### src/design/selftest_pkg.sv
// selftest_pkg: register map, control word layout and timing for the self-test block
// assumes a 250 MHz system clock and a host register port on the same clock
package selftest_pkg;

    // register addresses seen by the host
    localparam logic [7:0] ADDR_CMD_WORD  = 8'h02;  // loopback receive word when test is high
    localparam logic [7:0] ADDR_FAIL_ADDR = 8'h1B;  // ram fail offset when test is high
    localparam logic [7:0] ADDR_LB_TX     = 8'h1F;  // loopback transmit word when test is high
    localparam logic [7:0] ADDR_CONTROL   = 8'h28;  // self-test control register

    // reset values
    localparam logic [15:0] WORD_RESET = 16'h0000;

    // self-test control register layout, bit 15 down to bit 0
    typedef struct packed {
        logic       ram_access;      // bit 15: unrestricted ram access
        logic       reserved14;      // bit 14: reads zero
        logic [2:0] ram_protocol;    // bits 13:11: ram test protocol select
        logic       ram_test_go;     // bit 10
        logic       ram_test_pass_flag;  // bit 9
        logic       ram_test_fail_flag;  // bit 8
        logic [1:0] unused;          // bits 7:6: always zero
        logic       loopback_analog_select;  // bit 5
        logic       loopback_sync_select;    // bit 4
        logic       loopback_bus_select;     // bit 3
        logic       loopback_go;     // bit 2
        logic       loopback_pass_flag;  // bit 1
        logic       loopback_fail_flag;  // bit 0
    } control_type;

    localparam control_type CONTROL_RESET = control_type'(16'h0000);

    // transmit side of one bus transceiver
    typedef struct packed {
        logic drive;  // output enable, high while the pin is driven
        logic level;  // line level
    } bus_tx_type;

    // ram geometry: two halves tested side by side
    localparam int          OFFSET_BITS   = 12;
    localparam int          RAM_WIDTH     = 16;
    localparam logic [11:0] HALF_SPAN     = 12'hFFF;     // last offset within a half
    localparam logic [15:0] HALF_DISTANCE = 16'h1000;    // second address of a fail
    localparam logic [15:0] RAM_PATTERN   = 16'hA5C3;    // base test pattern

    // loopback word timing and framing
    localparam int         CLOCK_MHZ       = 250;
    localparam int         HALF_BIT_NS     = 500;
    localparam int         HALF_BIT_CYCLES = (HALF_BIT_NS * CLOCK_MHZ) / 1000;
    localparam int         FRAME_HALVES    = 40;   // 6 sync halves and 17 manchester bits
    localparam logic [5:0] LAST_HALF       = 6'h27;
    localparam logic [5:0] SYNC_COMMAND    = 6'h38;  // high then low, three halves each
    localparam logic [5:0] SYNC_DATA       = 6'h07;  // low then high, three halves each

endpackage

### src/design/loopback_word_engine.sv
// loopback_word_engine: sends one manchester test word and checks the echo
// assumes rx_line is already synchronised to clk and start is a one-cycle pulse
`timescale 1ns/1ps

module loopback_word_engine #(
    parameter int HALF_CYC = selftest_pkg::HALF_BIT_CYCLES
) (
    // clock and reset
    input  wire logic        clk,
    input  wire logic        rst,
    // request
    input  wire logic        start,
    input  wire logic        sync_cmd,
    input  wire logic [15:0] word,
    // line
    input  wire logic        rx_line,
    output logic             tx_line,
    output logic             tx_on,
    // result
    output logic             done,
    output logic             fail,
    output logic [15:0]      rx_word
);
    localparam int             CW     = $clog2(HALF_CYC);
    localparam logic [CW-1:0]  SAMPLE = CW'(HALF_CYC / 2);
    localparam logic [CW-1:0]  ENDCYC = CW'(HALF_CYC - 1);

    generate
        // echo returns three cycles late (bus flop plus two sync flops), so mid-half must be later
        if (HALF_CYC < 6) begin : bad_half
            $error("loopback_word_engine: HALF_CYC must be at least 6");
        end
    endgenerate

    typedef enum logic {LB_IDLE, LB_SEND} lb_state_type;

    lb_state_type                                   state_r, state_nxt;
    logic [CW-1:0]                                  cyc_r, cyc_nxt;
    logic [5:0]                                     idx_r, idx_nxt;
    logic [selftest_pkg::FRAME_HALVES-1:0]          tx_sh_r, tx_sh_nxt;
    logic [selftest_pkg::FRAME_HALVES-1:0]          rx_sh_r, rx_sh_nxt;
    logic [15:0]                                    word_r, word_nxt;
    logic                                           sync_r, sync_nxt;
    logic                                           done_r, done_nxt;
    logic                                           fail_r, fail_nxt;
    logic [15:0]                                    rx_word_r, rx_word_nxt;
    logic [16:0]                                    dec;
    logic                                           manch_err;
    logic                                           bad;

    // frame: sync halves, then each bit as value and complement, odd parity last
    function automatic logic [39:0] build_frame(input logic cmd, input logic [15:0] w);
        logic [16:0] bits;
        logic [39:0] f;
        bits = {w, ~^w};
        f = {(cmd ? selftest_pkg::SYNC_COMMAND : selftest_pkg::SYNC_DATA), 34'h0};
        for (int k = 0; k < 17; k++) begin
            f[33-2*k] = bits[16-k];
            f[32-2*k] = ~bits[16-k];
        end
        return f;
    endfunction

    // decode the echo and grade it
    always_comb begin
        dec = 17'h00000;
        manch_err = 1'b0;
        for (int k = 0; k < 17; k++) begin
            dec[16-k] = rx_sh_r[33-2*k];
            manch_err = manch_err | (rx_sh_r[33-2*k] == rx_sh_r[32-2*k]);
        end
        bad = manch_err | ~(^dec) | (dec[16:1] != word_r)
            | (rx_sh_r[39:34] != (sync_r ? selftest_pkg::SYNC_COMMAND : selftest_pkg::SYNC_DATA));
    end

    // next state of the word engine
    always_comb begin
        state_nxt   = state_r;
        cyc_nxt     = cyc_r;
        idx_nxt     = idx_r;
        tx_sh_nxt   = tx_sh_r;
        rx_sh_nxt   = rx_sh_r;
        word_nxt    = word_r;
        sync_nxt    = sync_r;
        done_nxt    = 1'b0;
        fail_nxt    = fail_r;
        rx_word_nxt = rx_word_r;
        case (state_r)
            LB_IDLE: begin
                if (start) begin
                    tx_sh_nxt = build_frame(sync_cmd, word);
                    word_nxt  = word;
                    sync_nxt  = sync_cmd;
                    cyc_nxt   = '0;
                    idx_nxt   = 6'h00;
                    state_nxt = LB_SEND;
                end
            end
            LB_SEND: begin
                cyc_nxt = cyc_r + 1'b1;
                if (cyc_r == SAMPLE) begin
                    rx_sh_nxt = {rx_sh_r[38:0], rx_line};  // sample mid half-bit
                end
                if (cyc_r == ENDCYC) begin
                    cyc_nxt   = '0;
                    tx_sh_nxt = {tx_sh_r[38:0], 1'b0};
                    idx_nxt   = idx_r + 1'b1;
                    if (idx_r == selftest_pkg::LAST_HALF) begin
                        state_nxt   = LB_IDLE;
                        done_nxt    = 1'b1;
                        fail_nxt    = bad;
                        rx_word_nxt = dec[16:1];
                    end
                end
            end
            default: state_nxt = LB_IDLE;
        endcase
    end

    // word engine registers
    always_ff @(posedge clk) begin
        if (rst) begin
            state_r   <= LB_IDLE;
            cyc_r     <= '0;
            idx_r     <= 6'h00;
            tx_sh_r   <= 40'h0000000000;
            rx_sh_r   <= 40'h0000000000;
            word_r    <= 16'h0000;
            sync_r    <= 1'b0;
            done_r    <= 1'b0;
            fail_r    <= 1'b0;
            rx_word_r <= 16'h0000;
        end else begin
            state_r   <= state_nxt;
            cyc_r     <= cyc_nxt;
            idx_r     <= idx_nxt;
            tx_sh_r   <= tx_sh_nxt;
            rx_sh_r   <= rx_sh_nxt;
            word_r    <= word_nxt;
            sync_r    <= sync_nxt;
            done_r    <= done_nxt;
            fail_r    <= fail_nxt;
            rx_word_r <= rx_word_nxt;
        end
    end

    assign tx_line = tx_sh_r[39];
    assign tx_on   = (state_r == LB_SEND);
    assign done    = done_r;
    assign fail    = fail_r;
    assign rx_word = rx_word_r;

endmodule // loopback_word_engine

### src/design/ram_loopback_selftest.sv
// ram_loopback_selftest: self-test control register, ram test engine and loopback control
// assumes host register strobes and ram are on CLOCK; TEST_PIN and bus receivers are async
`timescale 1ns/1ps

module ram_loopback_selftest #(
    parameter int HALF_CYC = selftest_pkg::HALF_BIT_CYCLES
) (
    // clock and reset
    input  wire logic                         CLOCK,
    input  wire logic                         RST,
    // test mode pin
    input  wire logic                         TEST_PIN,
    // host register port
    input  wire logic [7:0]                   REG_ADDR,
    input  wire logic                         REG_WR,
    input  wire logic                         REG_RD,
    input  wire logic [15:0]                  REG_WDATA,
    output logic      [15:0]                  REG_RDATA,
    // normal-mode words shared at the multiplexed addresses
    input  wire logic [15:0]                  CMD_WORD,
    input  wire logic [15:0]                  MSG_INFO_WORD,
    input  wire logic [15:0]                  ALT_BIT_WORD,
    // ram test port, both halves at the same offset
    output logic [selftest_pkg::OFFSET_BITS-1:0] RAM_OFFSET,
    output logic                              RAM_WR,
    output logic                              RAM_RD,
    output logic [selftest_pkg::RAM_WIDTH-1:0] RAM_WDATA,
    input  wire logic [selftest_pkg::RAM_WIDTH-1:0] RAM_RDATA_LO,
    input  wire logic [selftest_pkg::RAM_WIDTH-1:0] RAM_RDATA_HI,
    // bus transceivers
    output selftest_pkg::bus_tx_type          BUS_A_TX,
    output selftest_pkg::bus_tx_type          BUS_B_TX,
    input  wire logic                         BUS_A_RX,
    input  wire logic                         BUS_B_RX
);
    typedef enum logic [1:0] {RB_IDLE, RB_WRITE, RB_READ, RB_CHECK} rb_state_type;

    selftest_pkg::control_type ctrl_r, ctrl_nxt;
    rb_state_type              rb_r, rb_nxt;
    logic [11:0]               off_r, off_nxt;
    logic [15:0]               fail_addr_r, fail_addr_nxt;
    logic [15:0]               lb_tx_r, lb_tx_nxt;
    logic [15:0]               lb_rx_r, lb_rx_nxt;
    logic [15:0]               rdata_r, rdata_nxt;
    selftest_pkg::bus_tx_type  bus_a_r, bus_a_nxt, bus_b_r, bus_b_nxt;
    logic                      test_meta_r, test_r;
    logic [1:0]                rx_meta_r, rx_r;
    logic                      ram_start, ram_done, ram_err, lb_start;
    logic                      lb_tx_line, lb_tx_on, lb_done, lb_fail, lb_rx_line;
    logic [15:0]               lb_rx_word;
    logic                      wr_ctrl;
    selftest_pkg::control_type wr_word;

    // pattern each ram location should hold, derived from its offset
    function automatic logic [15:0] pattern(input logic [11:0] o);
        return selftest_pkg::RAM_PATTERN ^ {o, o[3:0]};
    endfunction

    // two-stage synchronisers for the test pin and both bus receivers
    always_ff @(posedge CLOCK) begin
        if (RST) begin
            test_meta_r <= 1'b0;
            test_r      <= 1'b0;
            rx_meta_r   <= 2'h0;
            rx_r        <= 2'h0;
        end else begin
            test_meta_r <= TEST_PIN;
            test_r      <= test_meta_r;
            rx_meta_r   <= {BUS_B_RX, BUS_A_RX};
            rx_r        <= rx_meta_r;
        end
    end

    // control writes land only while the test pin is high
    assign wr_ctrl = REG_WR && (REG_ADDR == selftest_pkg::ADDR_CONTROL) && test_r;
    assign wr_word = selftest_pkg::control_type'(REG_WDATA);
    assign ram_start = wr_ctrl && wr_word.ram_test_go && !ctrl_r.ram_test_go
                     && ctrl_r.ram_access;
    assign lb_start  = wr_ctrl && wr_word.loopback_go && !ctrl_r.loopback_go;

    // ram test walk: write both halves, then read and compare both halves
    always_comb begin
        rb_nxt        = rb_r;
        off_nxt       = off_r;
        fail_addr_nxt = fail_addr_r;
        ram_done      = 1'b0;
        ram_err       = 1'b0;
        case (rb_r)
            RB_IDLE: begin
                if (ram_start) begin
                    off_nxt = 12'h000;
                    rb_nxt  = RB_WRITE;
                end
            end
            RB_WRITE: begin
                off_nxt = off_r + 1'b1;
                if (off_r == selftest_pkg::HALF_SPAN) begin
                    rb_nxt = RB_READ;
                end
            end
            RB_READ: rb_nxt = RB_CHECK;
            RB_CHECK: begin
                if (RAM_RDATA_LO != pattern(off_r) || RAM_RDATA_HI != pattern(off_r)) begin
                    ram_err       = 1'b1;
                    ram_done      = 1'b1;
                    fail_addr_nxt = {4'h0, off_r};
                    rb_nxt        = RB_IDLE;
                end else if (off_r == selftest_pkg::HALF_SPAN) begin
                    ram_done = 1'b1;
                    rb_nxt   = RB_IDLE;
                end else begin
                    off_nxt = off_r + 1'b1;
                    rb_nxt  = RB_READ;
                end
            end
            default: rb_nxt = RB_IDLE;
        endcase
    end

    // ram test registers
    always_ff @(posedge CLOCK) begin
        if (RST) begin
            rb_r        <= RB_IDLE;
            off_r       <= 12'h000;
            fail_addr_r <= selftest_pkg::WORD_RESET;
        end else begin
            rb_r        <= rb_nxt;
            off_r       <= off_nxt;
            fail_addr_r <= fail_addr_nxt;
        end
    end

    assign RAM_OFFSET = off_r;
    assign RAM_WR     = (rb_r == RB_WRITE);
    assign RAM_RD     = (rb_r == RB_READ);
    assign RAM_WDATA  = pattern(off_r);

    // loopback word engine and the echo path
    assign lb_rx_line = ctrl_r.loopback_analog_select
                      ? (ctrl_r.loopback_bus_select ? rx_r[1] : rx_r[0])
                      : lb_tx_line;

    loopback_word_engine #(.HALF_CYC(HALF_CYC)) lb_engine (
        .clk      (CLOCK),
        .rst      (RST),
        .start    (lb_start),
        .sync_cmd (wr_word.loopback_sync_select),
        .word     (lb_tx_r),
        .rx_line  (lb_rx_line),
        .tx_line  (lb_tx_line),
        .tx_on    (lb_tx_on),
        .done     (lb_done),
        .fail     (lb_fail),
        .rx_word  (lb_rx_word)
    );

    // control register, loopback data words, bus drive and read data
    always_comb begin
        ctrl_nxt  = ctrl_r;
        lb_tx_nxt = lb_tx_r;
        lb_rx_nxt = lb_rx_r;
        if (wr_ctrl) begin
            ctrl_nxt.ram_access             = wr_word.ram_access;
            ctrl_nxt.ram_protocol           = wr_word.ram_protocol;
            ctrl_nxt.loopback_analog_select = wr_word.loopback_analog_select;
            ctrl_nxt.loopback_sync_select   = wr_word.loopback_sync_select;
            ctrl_nxt.loopback_bus_select    = wr_word.loopback_bus_select;
        end
        if (REG_WR && REG_ADDR == selftest_pkg::ADDR_LB_TX && test_r) begin
            lb_tx_nxt = REG_WDATA;
        end
        // starts clear old results, completions set new ones and win
        if (ram_start) begin
            ctrl_nxt.ram_test_go        = 1'b1;
            ctrl_nxt.ram_test_fail_flag = 1'b0;
            ctrl_nxt.ram_test_pass_flag = 1'b0;
        end
        if (ram_done) begin
            ctrl_nxt.ram_test_go        = 1'b0;
            ctrl_nxt.ram_test_fail_flag = ram_err;
            ctrl_nxt.ram_test_pass_flag = !ram_err;
        end
        if (lb_start) begin
            ctrl_nxt.loopback_go        = 1'b1;
            ctrl_nxt.loopback_pass_flag = 1'b0;
            ctrl_nxt.loopback_fail_flag = 1'b0;
        end
        if (lb_done) begin
            ctrl_nxt.loopback_go        = 1'b0;
            ctrl_nxt.loopback_pass_flag = !lb_fail;
            ctrl_nxt.loopback_fail_flag = lb_fail;
            lb_rx_nxt                   = lb_rx_word;
        end
        ctrl_nxt.reserved14 = 1'b0;
        ctrl_nxt.unused     = 2'h0;
        bus_a_nxt.drive = lb_tx_on && ctrl_r.loopback_analog_select
                        && !ctrl_r.loopback_bus_select;
        bus_b_nxt.drive = lb_tx_on && ctrl_r.loopback_analog_select
                        && ctrl_r.loopback_bus_select;
        bus_a_nxt.level = bus_a_nxt.drive && lb_tx_line;
        bus_b_nxt.level = bus_b_nxt.drive && lb_tx_line;
        rdata_nxt = rdata_r;
        if (REG_RD) begin
            case (REG_ADDR)
                selftest_pkg::ADDR_CONTROL:   rdata_nxt = test_r ? ctrl_r : 16'h0000;
                selftest_pkg::ADDR_FAIL_ADDR: rdata_nxt = test_r ? fail_addr_r : MSG_INFO_WORD;
                selftest_pkg::ADDR_LB_TX:     rdata_nxt = test_r ? lb_tx_r : ALT_BIT_WORD;
                selftest_pkg::ADDR_CMD_WORD:  rdata_nxt = test_r ? lb_rx_r : CMD_WORD;
                default:                      rdata_nxt = 16'h0000;
            endcase
        end
    end

    // control and read-back registers
    always_ff @(posedge CLOCK) begin
        if (RST) begin
            ctrl_r  <= selftest_pkg::CONTROL_RESET;
            lb_tx_r <= selftest_pkg::WORD_RESET;
            lb_rx_r <= selftest_pkg::WORD_RESET;
            rdata_r <= selftest_pkg::WORD_RESET;
            bus_a_r <= 2'h0;
            bus_b_r <= 2'h0;
        end else begin
            ctrl_r  <= ctrl_nxt;
            lb_tx_r <= lb_tx_nxt;
            lb_rx_r <= lb_rx_nxt;
            rdata_r <= rdata_nxt;
            bus_a_r <= bus_a_nxt;
            bus_b_r <= bus_b_nxt;
        end
    end

    assign REG_RDATA = rdata_r;
    assign BUS_A_TX  = bus_a_r;
    assign BUS_B_TX  = bus_b_r;

    // checks next to the logic
    ram_fail_set_a: assert property (@(posedge CLOCK) disable iff (RST)
        (rb_r == RB_CHECK && ram_err) |=> ctrl_r.ram_test_fail_flag && !ctrl_r.ram_test_go)
        else $error("ram fail flag not set after a miscompare");
    ram_go_clear_a: assert property (@(posedge CLOCK) disable iff (RST)
        $rose(ctrl_r.ram_test_go) |-> !ctrl_r.ram_test_fail_flag && !ctrl_r.ram_test_pass_flag)
        else $error("ram flags not cleared at start");
    fail_capture_a: assert property (@(posedge CLOCK) disable iff (RST)
        $rose(ctrl_r.ram_test_fail_flag) |-> fail_addr_r == {4'h0, $past(off_r)})
        else $error("fail offset not captured");
    info_word_mux_a: assert property (@(posedge CLOCK) disable iff (RST)
        (REG_RD && REG_ADDR == selftest_pkg::ADDR_FAIL_ADDR && !test_r)
        |=> REG_RDATA == $past(MSG_INFO_WORD))
        else $error("message word not returned with test low");
    unused_zero_a: assert property (@(posedge CLOCK) disable iff (RST)
        ctrl_r.unused == 2'h0
        && (!$past(REG_RD && REG_ADDR == selftest_pkg::ADDR_CONTROL) || REG_RDATA[7:6] == 2'h0))
        else $error("bits 7 and 6 not zero");
    digital_quiet_a: assert property (@(posedge CLOCK) disable iff (RST)
        !$past(ctrl_r.loopback_analog_select) |-> !BUS_A_TX.drive && !BUS_B_TX.drive)
        else $error("bus driven during digital loopback");
    bus_choice_a: assert property (@(posedge CLOCK) disable iff (RST)
        BUS_B_TX.drive |-> $past(ctrl_r.loopback_bus_select) && !BUS_A_TX.drive)
        else $error("wrong bus driven");
    lb_go_gate_a: assert property (@(posedge CLOCK) disable iff (RST)
        $rose(ctrl_r.loopback_go) |-> $past(test_r))
        else $error("loopback started with test pin low");
    lb_result_a: assert property (@(posedge CLOCK) disable iff (RST)
        $fell(ctrl_r.loopback_go) |-> ctrl_r.loopback_pass_flag ^ ctrl_r.loopback_fail_flag)
        else $error("loopback result not one-hot");
    ram_go_gate_a: assert property (@(posedge CLOCK) disable iff (RST)
        $rose(ctrl_r.ram_test_go) |-> $past(test_r) && $past(ctrl_r.ram_access))
        else $error("ram test started without test pin and bit 15");

endmodule // ram_loopback_selftest

### config.mk
export PLATFORM = sky130hd
export DESIGN_NAME = ram_loopback_selftest
export DESIGN_NICKNAME = d
export VERILOG_FILES = /design/src/design/selftest_pkg.sv /design/src/design/loopback_word_engine.sv /design/src/design/ram_loopback_selftest.sv
export SDC_FILE = /design/constraint.sdc
export NUM_CORES = 1
export LEC_CHECK = 0
export ABC_AREA = 1
export BUFFER_PORTS_ARGS = -buffer_cell sky130_fd_sc_hd__buf_2
export CAP_MARGIN = 10
export CORE_MARGIN = 2
export CORE_UTILIZATION = 46
export DETAILED_ROUTE_END_ITERATION = 6
export PLACE_DENSITY = 0.74
export RECOVER_POWER = 25
export SLEW_MARGIN = 10
export SYNTH_ARGS = -nofsm -noshare
export SYNTH_HDL_FRONTEND = slang
export SYNTH_SLANG_ARGS = --single-unit
export TNS_END_PERCENT = 1
### constraint.sdc
create_clock -name CLOCK -period 1.8 [get_ports CLOCK]
set_input_delay 0.27 -clock CLOCK [delete_from_list [all_inputs] [get_ports CLOCK]]
set_output_delay 0.27 -clock CLOCK [all_outputs]
set_load 0.03 [all_outputs]
==> impl_metrics.env <==
export IMPL_vias_per_cell=5.27
export IMPL_root_buffer="clkbuf_16"
export IMPL_dp_slack_ps=-69.7
export IMPL_synth_edf_count=0
export IMPL_crit_fanout=31
export IMPL_dieArea_mm2=0.0252
export IMPL_fin_crit_sh_pct=95.8
export IMPL_drv_slew=0
export IMPL_drc_errors=0
export IMPL_fmax_ghz=0.580
export IMPL_synth_common_cells="335 x nand2_1, 226 x dfxtp_1, 171 x a21oi_1, 170 x o21ai_0, 165 x nor2_1"
export IMPL_antenna_found_initial=0
export IMPL_place_gp_congestion=0.935
export IMPL_rsz0062_at_grt="true"
export IMPL_dp_hpwl_mm=22.3
export IMPL_synth_main_ff_cell="dfxtp_1"
export IMPL_grtUsageTotal_pct=23.6
export IMPL_grt_ovfl_total=0
export IMPL_setup_tns_final_ps=0
export IMPL_ff2ff_path_depth=5
export IMPL_min_from="REG_WDATA[7]"
export IMPL_syn_area_mm2=0.0110
export IMPL_max_cap_viol_count=0
export IMPL_nFillCells=2201
export IMPL_yosysTopAreaCell="dfxtp_1"
export IMPL_worstReg2RegStart="test_r"
export IMPL_die_height_um=159
export IMPL_drive_gt1_share_pct=18.3
export IMPL_cts_max_level=1
export IMPL_drt_first_pass_iters=6
export IMPL_hold_viol=0
export IMPL_leakagePower_nw=5.51
export IMPL_status="complete, no violations"
export IMPL_wl_mm=31.1
export IMPL_r2r_end="REG_RDATA[5]"
export IMPL_crit_path_end_kind="flop"
export IMPL_antennaDiodeCount=0
export IMPL_start_util_pct=46.9
export IMPL_clkSinkCount=226
export IMPL_hold_end="lb_tx_r[7]"
export IMPL_relSlewSlack_pct=57.3
export IMPL_cts_buffers=23
export IMPL_whs_path_depth=3
export IMPL_synth_top_area_share_pct=41.0
export IMPL_min_period_ps=1720
export IMPL_setup_viol=0
export IMPL_clock_path_buffers=3
export IMPL_cts_clk_slew_worst_paths_ps=60
export IMPL_seq_area_frac_synth_pct=41.0
export IMPL_hold_path_class="in2reg"
export IMPL_skew_ps=17.9
export IMPL_synth_area_per_cell_um2=7.07
export IMPL_ys_top_cells_by_area="dfxtp_1 41%, nand2_1 11%, a21oi_1 7.8%"
export IMPL_fin_ws_ps=75.5
export IMPL_cp_required_ps=2230
export IMPL_first_global_vias=9912
export IMPL_start_kind="flop"
export IMPL_yosys_warnings=0
export IMPL_die_x_um=159
export IMPL_synth_nets=1677
export IMPL_portBuffers=160
export IMPL_ys_seq_elements=226
export IMPL_grt_max_degree=59
export IMPL_antenna_left=0
export IMPL_grt_pass1_wl_mm=49.7
export IMPL_rows=56
export IMPL_nNetsFinal=1836
export IMPL_synthArstFlopShare_pct=0
export IMPL_syn_inst=1561
export IMPL_r2r_slack_ps=80
export IMPL_arrival_ps=2160
export IMPL_synth_most_common_cell="nand2_1"
export IMPL_ys_types=42
export IMPL_criticalPathCategory="reg2reg"
export IMPL_io_pins=161
export IMPL_cts_tree="done"
export IMPL_worst_slew_pin_slew_ps=641
export IMPL_peakVddDrop_uv=578
export IMPL_wl_per_cell_um=15.1
export IMPL_syn_to_final_growth_pct=20.3
export IMPL_dr_first_iter_drc_count=957
export IMPL_p_per_area_mw_per_mm2=771
export IMPL_core_area_mm2=0.0235
export IMPL_insertion_delay_ps=520
export IMPL_dr_total_vias=10814
[state kept, by name (all words and copies together) (netlist names), 2 cells and up]
name / cells
lb_engine.rx_sh_r: 40
lb_engine.tx_sh_r: 40
REG_RDATA: 16
lb_engine.rx_word: 16
lb_engine.word_r: 16
lb_rx_r: 16
lb_tx_r: 16
ctrl_r: 13
RAM_OFFSET: 12
fail_addr_r: 12
lb_engine.cyc_r: 7
lb_engine.idx_r: 6
BUS_A_TX: 2
BUS_B_TX: 2
rb_r: 2
rx_meta_r: 2
rx_r: 2
[repair_timing]
| item | in CTS | in global routing |
|---|---|---|
| setup buffers | 1 | 6 |
| endpoints found under the hold margin | 3 | 0 |
| endpoints found under the setup margin | 12 | 83 |
| resized for setup | 1 | 37 |
| hold buffers | 3 | 0 |
| cloned | 0 | 4 |
| pin swaps | 0 | 14 |
[how the worst max path moves through the flow]
stage,endpoint,slack [ps],start
3_3_place_gp,fail_addr_r[6],-60,RAM_OFFSET[1]
2_1_floorplan,RAM_OFFSET[11],7,RAM_OFFSET[0]
5_1_grt,fail_addr_r[11],-70,RAM_OFFSET[0]
3_5_place_dp,REG_RDATA[15],-70,REG_ADDR[0]
4_1_cts,fail_addr_r[0],-90,RAM_OFFSET[1]
6_report,REG_RDATA[5],80,test_r
[routing by layer]
metal | GRT usage [%] | wire length (µm) | up-vias
li1 | - | - | 5423
met1 | 31.7 | 13600 | 4991
met2 | 39.2 | 14600 | 338
met3 | 3.55 | 1900 | 62
met4 | 7.40 | 927 | 0
met5 | 0 | 0 | -
[cell type report]
class	instances	area [µm²]	share of cell area, %
multi-input cells	1087	5500	41.5
flip-flops and latches	226	4560	34.3
repair buffers	236	1490	11.2
clock buffers	30	632	4.76
inverters	143	567	4.27
well taps	319	399	3.01
clock inverters	9	98.8	0.745
repair inverters	3	20.0	0.151
[power breakdown]
group          internal, mW  leakage, nW  total, mW  switching, mW
combinational         0.196         3.31      0.493          0.297
clock                  2.75        0.366       4.72           1.97
sequential             5.01         1.83       5.02        0.00906
[stage by stage]
step	hold WS, ps	area (µm²)	utilization [%]	cells	total power [mW]
after detailed placement	395	12400	52.5	2000	5.62
after floorplan	377	11100	-	1561	5.38
final	49.8	13300	56.4	2053	10.2
after global routing	63.7	13300	56.4	2053	10.5
after CTS	45.4	13100	55.8	2043	10.3
after global placement	389	12400	52.5	2000	5.61
[worst max-delay path: stages (launching register included)]
cell      delay [ps]
dfxtp_1          400
clkbuf_2         540
nand2_1          110
a21oi_1          310
a21oi_1          110
a31oi_1          180
[cell families after synthesis]
family | share of synthesized area, %
compound gates | 20.9
simple gates | 22.8
fa+ha+maj | 0.567
flops | 41.0
buf+inv | 9.41
xor+xnor | 5.32
[cells in the final DEF (no fill, tap or decap), types with 31 or more instances in the layout]
cell type,count
buf_2,144
nand2_1,334
nand4_1,31
nor2_1,160
nand3_1,36
a21oi_1,170
dfxtp_1,210
xor2_1,36
inv_1,127
buf_4,56
xnor2_1,31
o21ai_0,161
No activity file was read; power rests on OpenSTA's default activity.
